### config.mk
export PLATFORM = sky130hd
export DESIGN_NAME = eacc_top
export DESIGN_NICKNAME = d
export VERILOG_FILES = /design/src/logic/eacc_lane.v /design/src/logic/eacc_top.v
export VERILOG_INCLUDE_DIRS = /design/src /design/src/shared
export SDC_FILE = /design/constraint.sdc
export NUM_CORES = 1
export LEC_CHECK = 0
export BUFFER_PORTS_ARGS = -buffer_cell sky130_fd_sc_hd__buf_2
export CORE_ASPECT_RATIO = 0.5
export CORE_MARGIN = 1
export CORE_UTILIZATION = 45
export CTS_BUF_LIST = sky130_fd_sc_hd__clkbuf_16
export DETAILED_ROUTE_END_ITERATION = 12
export PLACE_DENSITY = 0.66
export SYNTH_ARGS = -nofsm -noshare
export SYNTH_HDL_FRONTEND = slang
export SYNTH_HIERARCHICAL = 1
export SYNTH_SLANG_ARGS = --single-unit
### constraint.sdc
create_clock -name pclk -period 6.8 [get_ports pclk]
set_input_delay 0.34 -clock pclk [delete_from_list [all_inputs] [get_ports pclk]]
set_output_delay 0.34 -clock pclk [all_outputs]
set_load 0.1 [all_outputs]
### src/shared/eacc_regs.vh
`ifndef EACC_REGS_VH
`define EACC_REGS_VH

// ----------------------------------------------------------------
// register indices (byte address is four times the index)
// ----------------------------------------------------------------
`define EACC_IDX_CTRL3      8'h05
`define EACC_IDX_ACC5       8'h06
`define EACC_IDX_ACC6       8'h07
`define EACC_IDX_CLEAR      8'h08
`define EACC_CTRL3_RESET    16'h0000

// ----------------------------------------------------------------
// field positions inside metering_control_three
// ----------------------------------------------------------------
`define EACC_ACC6_SRC_HI    15
`define EACC_ACC6_SRC_LO    14
`define EACC_ACC6_A_EN      13
`define EACC_ACC6_B_EN      12
`define EACC_ACC6_CMB_HI    11
`define EACC_ACC6_CMB_LO    10
`define EACC_ACC6_SGN_HI    9
`define EACC_ACC6_SGN_LO    8
`define EACC_ACC5_SRC_HI    7
`define EACC_ACC5_SRC_LO    6
`define EACC_ACC5_A_EN      5
`define EACC_ACC5_B_EN      4
`define EACC_ACC5_CMB_HI    3
`define EACC_ACC5_CMB_LO    2
`define EACC_ACC5_SGN_HI    1
`define EACC_ACC5_SGN_LO    0

// clear register bits (write one to clear)
`define EACC_CLR_ACC5_BIT   0
`define EACC_CLR_ACC6_BIT   1

// ----------------------------------------------------------------
// field encodings
// ----------------------------------------------------------------
`define EACC_SRC_POWER      2'h0
`define EACC_SRC_RMS        2'h1
`define EACC_SRC_CONST      2'h2
`define EACC_SRC_FUND       2'h3
`define EACC_PWR_ACTIVE0    2'h0
`define EACC_PWR_REACTIVE   2'h1
`define EACC_PWR_APPARENT   2'h2
`define EACC_PWR_ACTIVE3    2'h3
`define EACC_SGN_POS        2'h0
`define EACC_SGN_NEG        2'h1
`define EACC_SGN_ORIG       2'h2
`define EACC_SGN_ABS        2'h3

`endif

### src/logic/eacc_lane.v
`timescale 1ns/1ps
`default_nettype none
`include "eacc_regs.vh"

module eacc_lane #(
  parameter W = 24
) (
  // clock and reset
  input wire pclk,
  input wire presetn,
  // configuration fields
  input wire [1:0] source,
  input wire en_a,
  input wire en_b,
  input wire [1:0] combine,
  input wire [1:0] sign_mode,
  // samples
  input wire sample_valid,
  input wire signed [W-1:0] p_act_a,
  input wire signed [W-1:0] p_react_a,
  input wire signed [W-1:0] p_app_a,
  input wire signed [W-1:0] irms_a,
  input wire signed [W-1:0] fund_a,
  input wire signed [W-1:0] p_act_b,
  input wire signed [W-1:0] p_react_b,
  input wire signed [W-1:0] p_app_b,
  input wire signed [W-1:0] irms_b,
  input wire signed [W-1:0] fund_b,
  input wire signed [W-1:0] const_val,
  // processed term
  output reg signed [W+1:0] term_r,
  output reg term_valid_r
);

  // ----------------------------------------------------------------
  // sign extension of a raw sample to the term width
  // ----------------------------------------------------------------
  function signed [W+1:0] eacc_sx;
    input signed [W-1:0] x;
    begin
      eacc_sx = {{2{x[W-1]}}, x};
    end
  endfunction

  // ----------------------------------------------------------------
  // power type selection for one channel
  // ----------------------------------------------------------------
  function signed [W+1:0] eacc_pick_power;
    input [1:0] sel;
    input signed [W-1:0] act;
    input signed [W-1:0] react;
    input signed [W-1:0] app;
    begin
      case (sel)
        `EACC_PWR_REACTIVE: eacc_pick_power = eacc_sx(react);
        `EACC_PWR_APPARENT: eacc_pick_power = eacc_sx(app);
        default: eacc_pick_power = eacc_sx(act);
      endcase
    end
  endfunction

  reg signed [W+1:0] a_term;
  reg signed [W+1:0] b_term;
  reg signed [W+1:0] raw;
  reg signed [W+1:0] term_nxt;

  // channel terms gated by their enables
  always @* begin
    a_term = {(W+2){1'b0}};
    b_term = {(W+2){1'b0}};
    case (source)
      `EACC_SRC_POWER: begin
        a_term = eacc_pick_power(combine, p_act_a, p_react_a, p_app_a);
        b_term = eacc_pick_power(combine, p_act_b, p_react_b, p_app_b);
      end
      `EACC_SRC_RMS: begin
        a_term = eacc_sx(irms_a);
        b_term = eacc_sx(irms_b);
      end
      `EACC_SRC_FUND: begin
        a_term = eacc_sx(fund_a);
        b_term = eacc_sx(fund_b);
      end
      default: begin
        a_term = {(W+2){1'b0}};
        b_term = {(W+2){1'b0}};
      end
    endcase
    if (!en_a)
      a_term = {(W+2){1'b0}};
    if (!en_b)
      b_term = {(W+2){1'b0}};
  end

  // combine the channels, then apply sign processing
  always @* begin
    if (source == `EACC_SRC_CONST)
      raw = eacc_sx(const_val);
    else if (source == `EACC_SRC_RMS && combine[1])
      raw = a_term - b_term;
    else
      raw = a_term + b_term;
    case (sign_mode)
      `EACC_SGN_POS: term_nxt = raw[W+1] ? {(W+2){1'b0}} : raw;
      `EACC_SGN_NEG: term_nxt = raw[W+1] ? -raw : {(W+2){1'b0}};
      `EACC_SGN_ORIG: term_nxt = raw;
      default: term_nxt = raw[W+1] ? -raw : raw;
    endcase
  end

  // register the processed term with its strobe
  always @(posedge pclk or negedge presetn) begin
    if (!presetn) begin
      term_r <= {(W+2){1'b0}};
      term_valid_r <= 1'b0;
    end else begin
      term_valid_r <= sample_valid;
      if (sample_valid)
        term_r <= term_nxt;
    end
  end

endmodule // eacc_lane

`default_nettype wire

### src/logic/eacc_top.v
// Function
// - Source field per accumulator: 0 power, 1 current RMS, 2 constant, 3 fundamental.
// - Channel A contributes only while its enable bit is one.
// - Channel B contributes only while its enable bit is one.
// - For power source, combine field picks active (0,3), reactive (1), apparent (2).
// - For RMS source, combine upper bit picks sum (0) or difference (1).
// - Sign field: 0 positive only, 2 signed original, 3 absolute value.
// - Sign field 1 adds only negative values, converted to their magnitude.
`timescale 1ns/1ps
`default_nettype none
`include "eacc_regs.vh"

module eacc_top #(
  parameter W = 24,
  parameter ACC_W = 48
) (
  // clock and reset
  input wire pclk,
  input wire presetn,
  // apb slave
  input wire psel,
  input wire penable,
  input wire pwrite,
  input wire [11:0] paddr,
  input wire [31:0] pwdata,
  output reg [31:0] prdata,
  output reg pready,
  output reg pslverr,
  // sample strobe and channel samples
  input wire sample_valid,
  input wire signed [W-1:0] p_act_a,
  input wire signed [W-1:0] p_react_a,
  input wire signed [W-1:0] p_app_a,
  input wire signed [W-1:0] irms_a,
  input wire signed [W-1:0] fund_a,
  input wire signed [W-1:0] p_act_b,
  input wire signed [W-1:0] p_react_b,
  input wire signed [W-1:0] p_app_b,
  input wire signed [W-1:0] irms_b,
  input wire signed [W-1:0] fund_b,
  input wire signed [W-1:0] const_val,
  // accumulator values
  output reg [ACC_W-1:0] acc5_value,
  output reg [ACC_W-1:0] acc6_value
);

  // ----------------------------------------------------------------
  // register state
  // ----------------------------------------------------------------
  reg [15:0] metering_control_three_r;
  wire signed [W+1:0] term5;
  wire signed [W+1:0] term6;
  wire term5_valid;
  wire term6_valid;
  reg [31:0] prdata_nxt;
  reg [ACC_W-1:0] acc5_nxt;
  reg [ACC_W-1:0] acc6_nxt;

  // ----------------------------------------------------------------
  // apb address decode
  // ----------------------------------------------------------------
  // true for an aligned word address in the low page at this index
  function eacc_hit;
    input [11:0] addr;
    input [7:0] index;
    begin
      eacc_hit = (addr[11:10] == 2'h0) && (addr[9:2] == index) && (addr[1:0] == 2'h0);
    end
  endfunction

  // the answer comes on the second access cycle
  wire hit_ctrl = eacc_hit(paddr, `EACC_IDX_CTRL3);
  wire hit_acc5 = eacc_hit(paddr, `EACC_IDX_ACC5);
  wire hit_acc6 = eacc_hit(paddr, `EACC_IDX_ACC6);
  wire hit_clr = eacc_hit(paddr, `EACC_IDX_CLEAR);
  wire mapped = hit_ctrl | hit_acc5 | hit_acc6 | hit_clr;
  wire access = psel & penable & ~pready;
  wire commit = psel & penable & pready & pwrite & ~pslverr;
  wire clr5 = commit & hit_clr & pwdata[`EACC_CLR_ACC5_BIT];
  wire clr6 = commit & hit_clr & pwdata[`EACC_CLR_ACC6_BIT];

  // sign extension of a processed term to accumulator width
  function [ACC_W-1:0] eacc_ext;
    input signed [W+1:0] t;
    begin
      eacc_ext = {{(ACC_W-W-2){t[W+1]}}, t};
    end
  endfunction

  // ----------------------------------------------------------------
  // datapath lanes for accumulators 5 and 6
  // ----------------------------------------------------------------
  eacc_lane #(.W(W)) u_lane5 (
    .pclk(pclk),
    .presetn(presetn),
    .source(metering_control_three_r[`EACC_ACC5_SRC_HI:`EACC_ACC5_SRC_LO]),
    .en_a(metering_control_three_r[`EACC_ACC5_A_EN]),
    .en_b(metering_control_three_r[`EACC_ACC5_B_EN]),
    .combine(metering_control_three_r[`EACC_ACC5_CMB_HI:`EACC_ACC5_CMB_LO]),
    .sign_mode(metering_control_three_r[`EACC_ACC5_SGN_HI:`EACC_ACC5_SGN_LO]),
    .sample_valid(sample_valid),
    .p_act_a(p_act_a),
    .p_react_a(p_react_a),
    .p_app_a(p_app_a),
    .irms_a(irms_a),
    .fund_a(fund_a),
    .p_act_b(p_act_b),
    .p_react_b(p_react_b),
    .p_app_b(p_app_b),
    .irms_b(irms_b),
    .fund_b(fund_b),
    .const_val(const_val),
    .term_r(term5),
    .term_valid_r(term5_valid)
  );

  eacc_lane #(.W(W)) u_lane6 (
    .pclk(pclk),
    .presetn(presetn),
    .source(metering_control_three_r[`EACC_ACC6_SRC_HI:`EACC_ACC6_SRC_LO]),
    .en_a(metering_control_three_r[`EACC_ACC6_A_EN]),
    .en_b(metering_control_three_r[`EACC_ACC6_B_EN]),
    .combine(metering_control_three_r[`EACC_ACC6_CMB_HI:`EACC_ACC6_CMB_LO]),
    .sign_mode(metering_control_three_r[`EACC_ACC6_SGN_HI:`EACC_ACC6_SGN_LO]),
    .sample_valid(sample_valid),
    .p_act_a(p_act_a),
    .p_react_a(p_react_a),
    .p_app_a(p_app_a),
    .irms_a(irms_a),
    .fund_a(fund_a),
    .p_act_b(p_act_b),
    .p_react_b(p_react_b),
    .p_app_b(p_app_b),
    .irms_b(irms_b),
    .fund_b(fund_b),
    .const_val(const_val),
    .term_r(term6),
    .term_valid_r(term6_valid)
  );

  // ----------------------------------------------------------------
  // accumulators; a term arriving with a clear starts the new sum
  // ----------------------------------------------------------------
  // next sums; the sums wrap silently at full width
  always @* begin
    acc5_nxt = acc5_value;
    acc6_nxt = acc6_value;
    if (clr5)
      acc5_nxt = term5_valid ? eacc_ext(term5) : {ACC_W{1'b0}};
    else if (term5_valid)
      acc5_nxt = acc5_value + eacc_ext(term5);
    if (clr6)
      acc6_nxt = term6_valid ? eacc_ext(term6) : {ACC_W{1'b0}};
    else if (term6_valid)
      acc6_nxt = acc6_value + eacc_ext(term6);
  end

  // accumulator registers
  always @(posedge pclk or negedge presetn) begin
    if (!presetn) begin
      acc5_value <= {ACC_W{1'b0}};
      acc6_value <= {ACC_W{1'b0}};
    end else begin
      acc5_value <= acc5_nxt;
      acc6_value <= acc6_nxt;
    end
  end

  // ----------------------------------------------------------------
  // apb handshake: pready and pslverr pulse on the second access cycle
  // ----------------------------------------------------------------
  always @(posedge pclk or negedge presetn) begin
    if (!presetn) begin
      pready <= 1'b0;
      pslverr <= 1'b0;
    end else begin
      pready <= access;
      pslverr <= access & ~mapped; // unmapped or misaligned
    end
  end

  // read data mux; writes and unmapped addresses return zero
  always @* begin
    prdata_nxt = 32'h00000000;
    if (!pwrite && hit_ctrl)
      prdata_nxt = {16'h0000, metering_control_three_r};
    else if (!pwrite && hit_acc5)
      prdata_nxt = acc5_value[31:0];
    else if (!pwrite && hit_acc6)
      prdata_nxt = acc6_value[31:0];
  end

  // read data register, loaded once per access
  always @(posedge pclk or negedge presetn) begin
    if (!presetn)
      prdata <= 32'h00000000;
    else if (access)
      prdata <= prdata_nxt;
  end

  // ----------------------------------------------------------------
  // control register; only the lower half is stored
  // ----------------------------------------------------------------
  always @(posedge pclk or negedge presetn) begin
    if (!presetn)
      metering_control_three_r <= `EACC_CTRL3_RESET;
    else if (commit && hit_ctrl)
      metering_control_three_r <= pwdata[15:0];
  end

endmodule // eacc_top

`default_nettype wire

==> results.cfg, run 1 <==
[outcome]
outcome = complete, no violations

[pwr]
comb_power_share_pct = 53.6
swShare_pct = 54.0
power_switching_mw = 3.28
total_power_mw = 6.08
p_clk_share_pct = 18.6
power.density_mw_per_mm2 = 216
p_int_mw = 2.80
p_leak_nw = 13.2
power_frac_seq_pct = 27.8
ir_drop_mv = 0.363

[finish]
syn2layout_area_growth_pct = 15.2
final_cell_mix = buf_2, nand2_1, a21oi_1
layout_commonest_cell = buf_2
final_design_area_no_fill_sq_mm = 0.0282
nets = 4127
drive_gt1_share_pct = 18.1
fillers = 5388
fin_util_pct = 52.5

[routing]
viasPerCell = 6.34
routed_wl_microns = 101000
drt-wirelength-per-cell_microns = 23.0
drc = 0
drtIter0Drc = 2989
vias = 27800
first_pass_iters = 6
antenna_left = 0

[clock_tree]
cts_tree = done
cts_buffers = 17
clock_latency_ns = 0.47
htreeDepth = 4
clockBufferDepth = 2
cts.sinks = 200
root_buffer = clkbuf_16
clk_pin_slew_ns = 0.09

[global_route]
antenna_found_initial = 3
grt_overflow = 0
grt_max_degree = 119
grt_usage_pct = 34.8
grt_first_pass_wirelength_microns = 151000
first_global_vias = 25100

[critical_path]
cp-end-kind = flip-flop
arrival_ns = 6.91
critPathLaunchType = flip-flop
crit_fanout = 17
crit_slowest_cell = or4b_4
crit_path_max_incr_delay_ns = 0.53
critPathKind = flip-flop to flip-flop
worstPathRequired_ns = 7.14
path_cells = ha_2 > buf_4 > nand2b_1 > buf_4 > o221ai_1 > a2bb2oi_2 > or4b_4 > or3_1 > nor2b_2 > nand2_1 > o41ai_2 > xor2_1 > ha_2 > a21oi_1 > o21ai_0 > nor3_1 > a31oi_1 > nand3_1 > a31oi_1 > nor4_4 > o31ai_2 > maj3_2 > a221oi_1 > nor2_1

[floorplan]
initial_utilization_pct = 45.6
die_area_sq_mm = 0.0554
core_area_sq_mm = 0.0538
die_y_microns = 167
boundaryPins = 444
fp.dieW_microns = 332
rows = 60

[yosys]
synth_ff_type = dfrtp_1
async_reset_ff_share_pct = 100
ys_seq_area_share_pct = 20.4
syn_avg_cell_area_sq_um = 7.37
synth_warnings = 6
synth_top_cell_by_area = dfrtp_1
ys_types = 106
synth_cells = 3323
synth.top_cell.area_share_pct = 20.4
syn-num-nets = 3793
synthTopCellsByArea = dfrtp_1, ha_1, a21oi_1
synth_edf_count = 0
ys_ff_latch = 200
syn_area_sq_mm = 0.0245

[timing]
setup_viol = 0
fin_skew_ns = 0.0213
period_share_pct = 96.7
slew_viol_final = 0
rsz0062_at_grt = false
max_freq_mhz = 152
hold_viol = 0
period_needed_ns = 6.57
tns_ns = 0
tightestPinTransition_ns = 1.30
whs_ns = 0.0901
slew_headroom_pct = 12.6

[worst_hold_path]
hold_class = input pin to flip-flop

[placed_design]
gp_congestion = 1.01
postPlaceCellArea_sq_mm = 0.0275
io_buffers = 427
hpwl_microns = 79200

[run]
max_cap_violations = 0
[kinds of logic (layout without fill, tap and decap cells)]
family	Yosys count	after routing	share of synthesized area [%]
AOI/OAI and AO/OA	1292	1292	35.1
xor gates and xnor gates	160	160	5.78
adders and majority gates	160	161	8.27
buffers and inverters	289	635	4.80
DFF	200	200	20.4
muxes	65	65	2.74
other	0	3	0
and+or+nand+nor	1157	1157	22.9
[layer usage]
metal / vias up / track usage [%] / wire length, microns
li1: 13100 / - / -
met1: 13200 / 48.9 / 44900
met2: 1350 / 53.6 / 44000
met3: 189 / 4.06 / 7310
met4: 0 / 15.6 / 4750
met5: - / 0 / 0
[worst max-delay path: cells and delay by family (launching register included)]
| kind | cells | cell delay [ns] |
|---|---|---|
| compound gates | 9 | 1.92 |
| xor+xnor | 1 | 0.36 |
| fa+ha+maj | 3 | 1.17 |
| buf+inv | 2 | 0.40 |
| flops | 1 | 0.40 |
| simple gates | 9 | 2.17 |
[path summary, 6_finish.rpt]
path                       slack (ns)                     endpoint  cells after the start                          from
max in group asynchronous        5.18                acc5_value[5]                      3                       presetn
min in group asynchronous        0.48               acc6_value[42]                      2                       presetn
hold / removal                   0.09  metering_control_three_r[5]                      2                     pwdata[5]
setup reg to reg                 0.23           u_lane6/term_r[12]                     24  metering_control_three_r[11]
hold reg to reg                  0.48                   prdata[24]                      2                    prdata[24]
setup / recovery                 0.23           u_lane6/term_r[12]                     24  metering_control_three_r[11]
[per-stage QoR]
step / worst slack, ns / cells
after global routing: 0.00497 / 4386
final: 0.228 / 4386
after global placement: 0.330 / 4346
after floorplan: 0.475 / 3323
after detailed placement: 0.235 / 4346
after CTS: 0.203 / 4379
[power by group through the flow]
stage | Combinational (mW) | Sequential [mW] | Clock [mW]
global placement | 3.20 | 1.72 | 0
floorplan | 1.38 | 2.72 | 0
finish | 3.26 | 1.69 | 1.13
global route | 3.48 | 1.70 | 1.19
detailed placement | 3.22 | 1.71 | 0
CTS | 3.24 | 1.69 | 1.15
[repair_timing]
item	CTS	global route
hold buffers	1	0
setup buffers	0	3
setup endpoints to repair	0	47
hold endpoints to repair	72	0
resized for setup	0	19
[cell usage after synthesis (14+ instances only)]
| library cell | count |
|---|---|
| nand2_1 | 384 |
| a21oi_1 | 335 |
| nor2_1 | 297 |
| dfrtp_1 | 200 |
| o21ai_0 | 183 |
| ha_1 | 152 |
| clkbuf_1 | 151 |
| o21ai_1 | 118 |
| xnor2_1 | 91 |
| a21o_1 | 88 |
| and2_1 | 78 |
| nand3_1 | 78 |
| xor2_1 | 68 |
| a31oi_1 | 66 |
| inv_1 | 64 |
| a22oi_1 | 53 |
| o31ai_1 | 49 |
| mux2i_1 | 48 |
| nor3_1 | 48 |
| and3_1 | 44 |
| buf_2 | 40 |
| a221o_1 | 39 |
| nor2b_1 | 38 |
| o211ai_1 | 33 |
| a221oi_1 | 29 |
| a22o_1 | 29 |
| o21a_1 | 29 |
| nand4_1 | 28 |
| a211oi_1 | 26 |
| nand2b_1 | 26 |
| o21bai_1 | 26 |
| buf_1 | 25 |
| nor4_1 | 20 |
| o221ai_1 | 19 |
| or3_1 | 19 |
| nand3b_1 | 17 |
| mux2_1 | 16 |
| nor3b_1 | 14 |
[registers in the layout, summed over array words and instances, names as in the netlist]
name,count
acc5_value,48
acc6_value,48
metering_control_three_r,16
prdata,32
pready,1
pslverr,1
u_lane5/term_r,26
u_lane5/term_valid_r,1
u_lane6/term_r,26
u_lane6/term_valid_r,1
[area by class of cell]
class / count / area (sq um) / area share [%]
clock inverters: 15 / 215 / 0.763
clock buffers: 17 / 425 / 1.51
multi-input cells: 2835 / 18400 / 65.3
repair buffers: 537 / 2990 / 10.6
diodes: 3 / 7.51 / 0.0266
well taps: 713 / 892 / 3.16
inverters: 66 / 248 / 0.878
flip-flops and latches: 200 / 5010 / 17.7
No activity file was read; power rests on OpenSTA's default activity.
==> run 2, diff against run 1 <==
Settings changed: CORE_MARGIN 1 to 3, TNS_END_PERCENT set to 5.
==> run 2 against run 1 <==
Effect of this change:
- die area is 3.6% higher
- sequential cell count stayed put
- worst hold slack got worse by 0.063 ns
- first-iteration DRC count down 1.5%
- clock skew is 0.0036 ns lower
- critical path type unchanged
- critical endpoint unchanged
==> results.cfg, run 2 (same netlist as run 1, synthesis figures left out) <==
[outcome]
outcome = complete, no violations

[timing]
slew_viol_final = 0
fin_skew_ns = 0.0177
period_share_pct = 96.8
setup_ws_ns = 0.215
rsz0062_at_grt = true
period_needed_ns = 6.59
tns_ns = 0
hold_viol = 0
max_freq_mhz = 152
setup_viol = 0
whs_ns = 0.0272
tightestPinTransition_ns = 1.10
slew_headroom_pct = 25.8

[critical_path]
critPathKind = flip-flop to flip-flop
path_cells = inv_1 > ha_2 > or2_1 > buf_12 > a221oi_1 > o21ai_1 > or4b_4 > or3_1 > nor2b_1 > nand2_1 > o41ai_2 > xor2_1 > ha_1 > nand2_1 > o21ai_0 > nor3_1 > a31oi_1 > nand3_1 > a31oi_2 > o31a_2 > o31ai_2 > maj3_2 > a221oi_1 > nor2_1
cp-end-kind = flip-flop
crit_slowest_cell = or4b_4
arrival_ns = 6.91
crit_fanout = 14
crit_path_max_incr_delay_ns = 0.59
critPathLaunchType = flip-flop
worstPathRequired_ns = 7.13

[floorplan]
rows = 59
boundaryPins = 444
fp.dieW_microns = 336
core_area_sq_mm = 0.0529
die_y_microns = 171
die_area_sq_mm = 0.0574
initial_utilization_pct = 46.3

[finish]
fin_util_pct = 53.4
final_cell_mix = buf_2, nand2_1, a21oi_1
fillers = 5245
drive_gt1_share_pct = 18.4
reg.largest.list = acc5_value (48), acc6_value (48), prdata (32)
final_design_area_no_fill_sq_mm = 0.0283
layout_commonest_cell = buf_2
syn2layout_area_growth_pct = 15.3
nets = 4140
fin_cells = 4386

[clock_tree]
clock_latency_ns = 0.45
clockBufferDepth = 2
root_buffer = clkbuf_16
cts_tree = done
htreeDepth = 4
clk_pin_slew_ns = 0.08
cts_buffers = 17
cts.sinks = 200

[placed_design]
dp_slack_ns = 0.218
hpwl_microns = 82600
gp_congestion = 1.01
io_buffers = 427
placedCellCount = 4351
postPlaceCellArea_sq_mm = 0.0276

[global_route]
grt_max_degree = 129
grt_usage_pct = 34.8
grt_first_pass_wirelength_microns = 156000
first_global_vias = 25900
grt_overflow = 0
antenna_found_initial = 4

[routing]
drt-wirelength-per-cell_microns = 23.7
drtIter0Drc = 2945
first_pass_iters = 6
routed_wl_microns = 104000
viasPerCell = 6.38
antenna_left = 0
drc = 0
vias = 28000

[run]
max_cap_violations = 0

[pwr]
power.density_mw_per_mm2 = 212
power_switching_mw = 3.22
comb_power_share_pct = 54.4
p_leak_nw = 13.3
p_int_mw = 2.77
ir_drop_mv = 0.294
power_frac_seq_pct = 28.4
total_power_mw = 5.98
swShare_pct = 53.7
p_clk_share_pct = 17.2

[worst_hold_path]
hold_class = input pin to async pin
run 2: worst paths after layout:
path                                              start  cells past startpoint                          end  slack [ns]
hold reg to reg                              prdata[27]                      2                   prdata[27]        0.48
hold / removal                                  presetn                      1                acc5_value[0]        0.03
min in group pclk                             pwdata[7]                      2  metering_control_three_r[7]        0.10
setup / recovery           metering_control_three_r[10]                     24           u_lane6/term_r[12]        0.21
max in group asynchronous                       presetn                      2           u_lane6/term_r[10]        5.07
setup reg to reg           metering_control_three_r[10]                     24           u_lane6/term_r[12]        0.21
run 2: timing repair:
item	in CTS	in global routing
hold buffers	0	0
resized for setup	0	15
setup endpoints to repair	0	48
buffers inserted	0	1
run 2: power by group through the flow:
stage               registers (mW)  clock network (mW)  logic [mW]
CTS                           1.70                1.04        3.24
floorplan                     2.72                   0        1.38
detailed placement            1.72                   0        3.23
global route                  1.71                1.08        3.49
finish                        1.70                1.03        3.26
global placement              1.72                   0        3.21
run 2: layer usage:
| metal | track usage (%) | routed length, microns | up-vias |
|---|---|---|---|
| met5 | 0 | 23 | - |
| met4 | 14.2 | 4400 | 4 |
| met3 | 5.16 | 8050 | 190 |
| met2 | 55.3 | 45900 | 1313 |
| met1 | 47.7 | 45700 | 13400 |
| li1 | - | - | 13100 |
run 2: critical path: cells and delay by family (launching register included):
kind,cells,cell delay (ns)
AO/OA/AOI/OAI,9,2.42
AND/OR/NAND/NOR,9,2.08
adder cells (fa/ha/maj),3,1.15
flip-flops,1,0.38
buffers and inverters,2,0.27
XOR/XNOR,1,0.13
run 2: layout make-up:
type,count,area (sq um),share of cell area [%]
Antenna cell,2,5.00,0.0177
Clock buffer,17,425,1.51
Clock inverter,15,139,0.492
Inverter,66,248,0.877
Multi-Input combinational cell,2834,18400,65.2
Sequential cell,200,5010,17.7
Tap cell,701,877,3.10
Timing Repair Buffer,551,3120,11.0
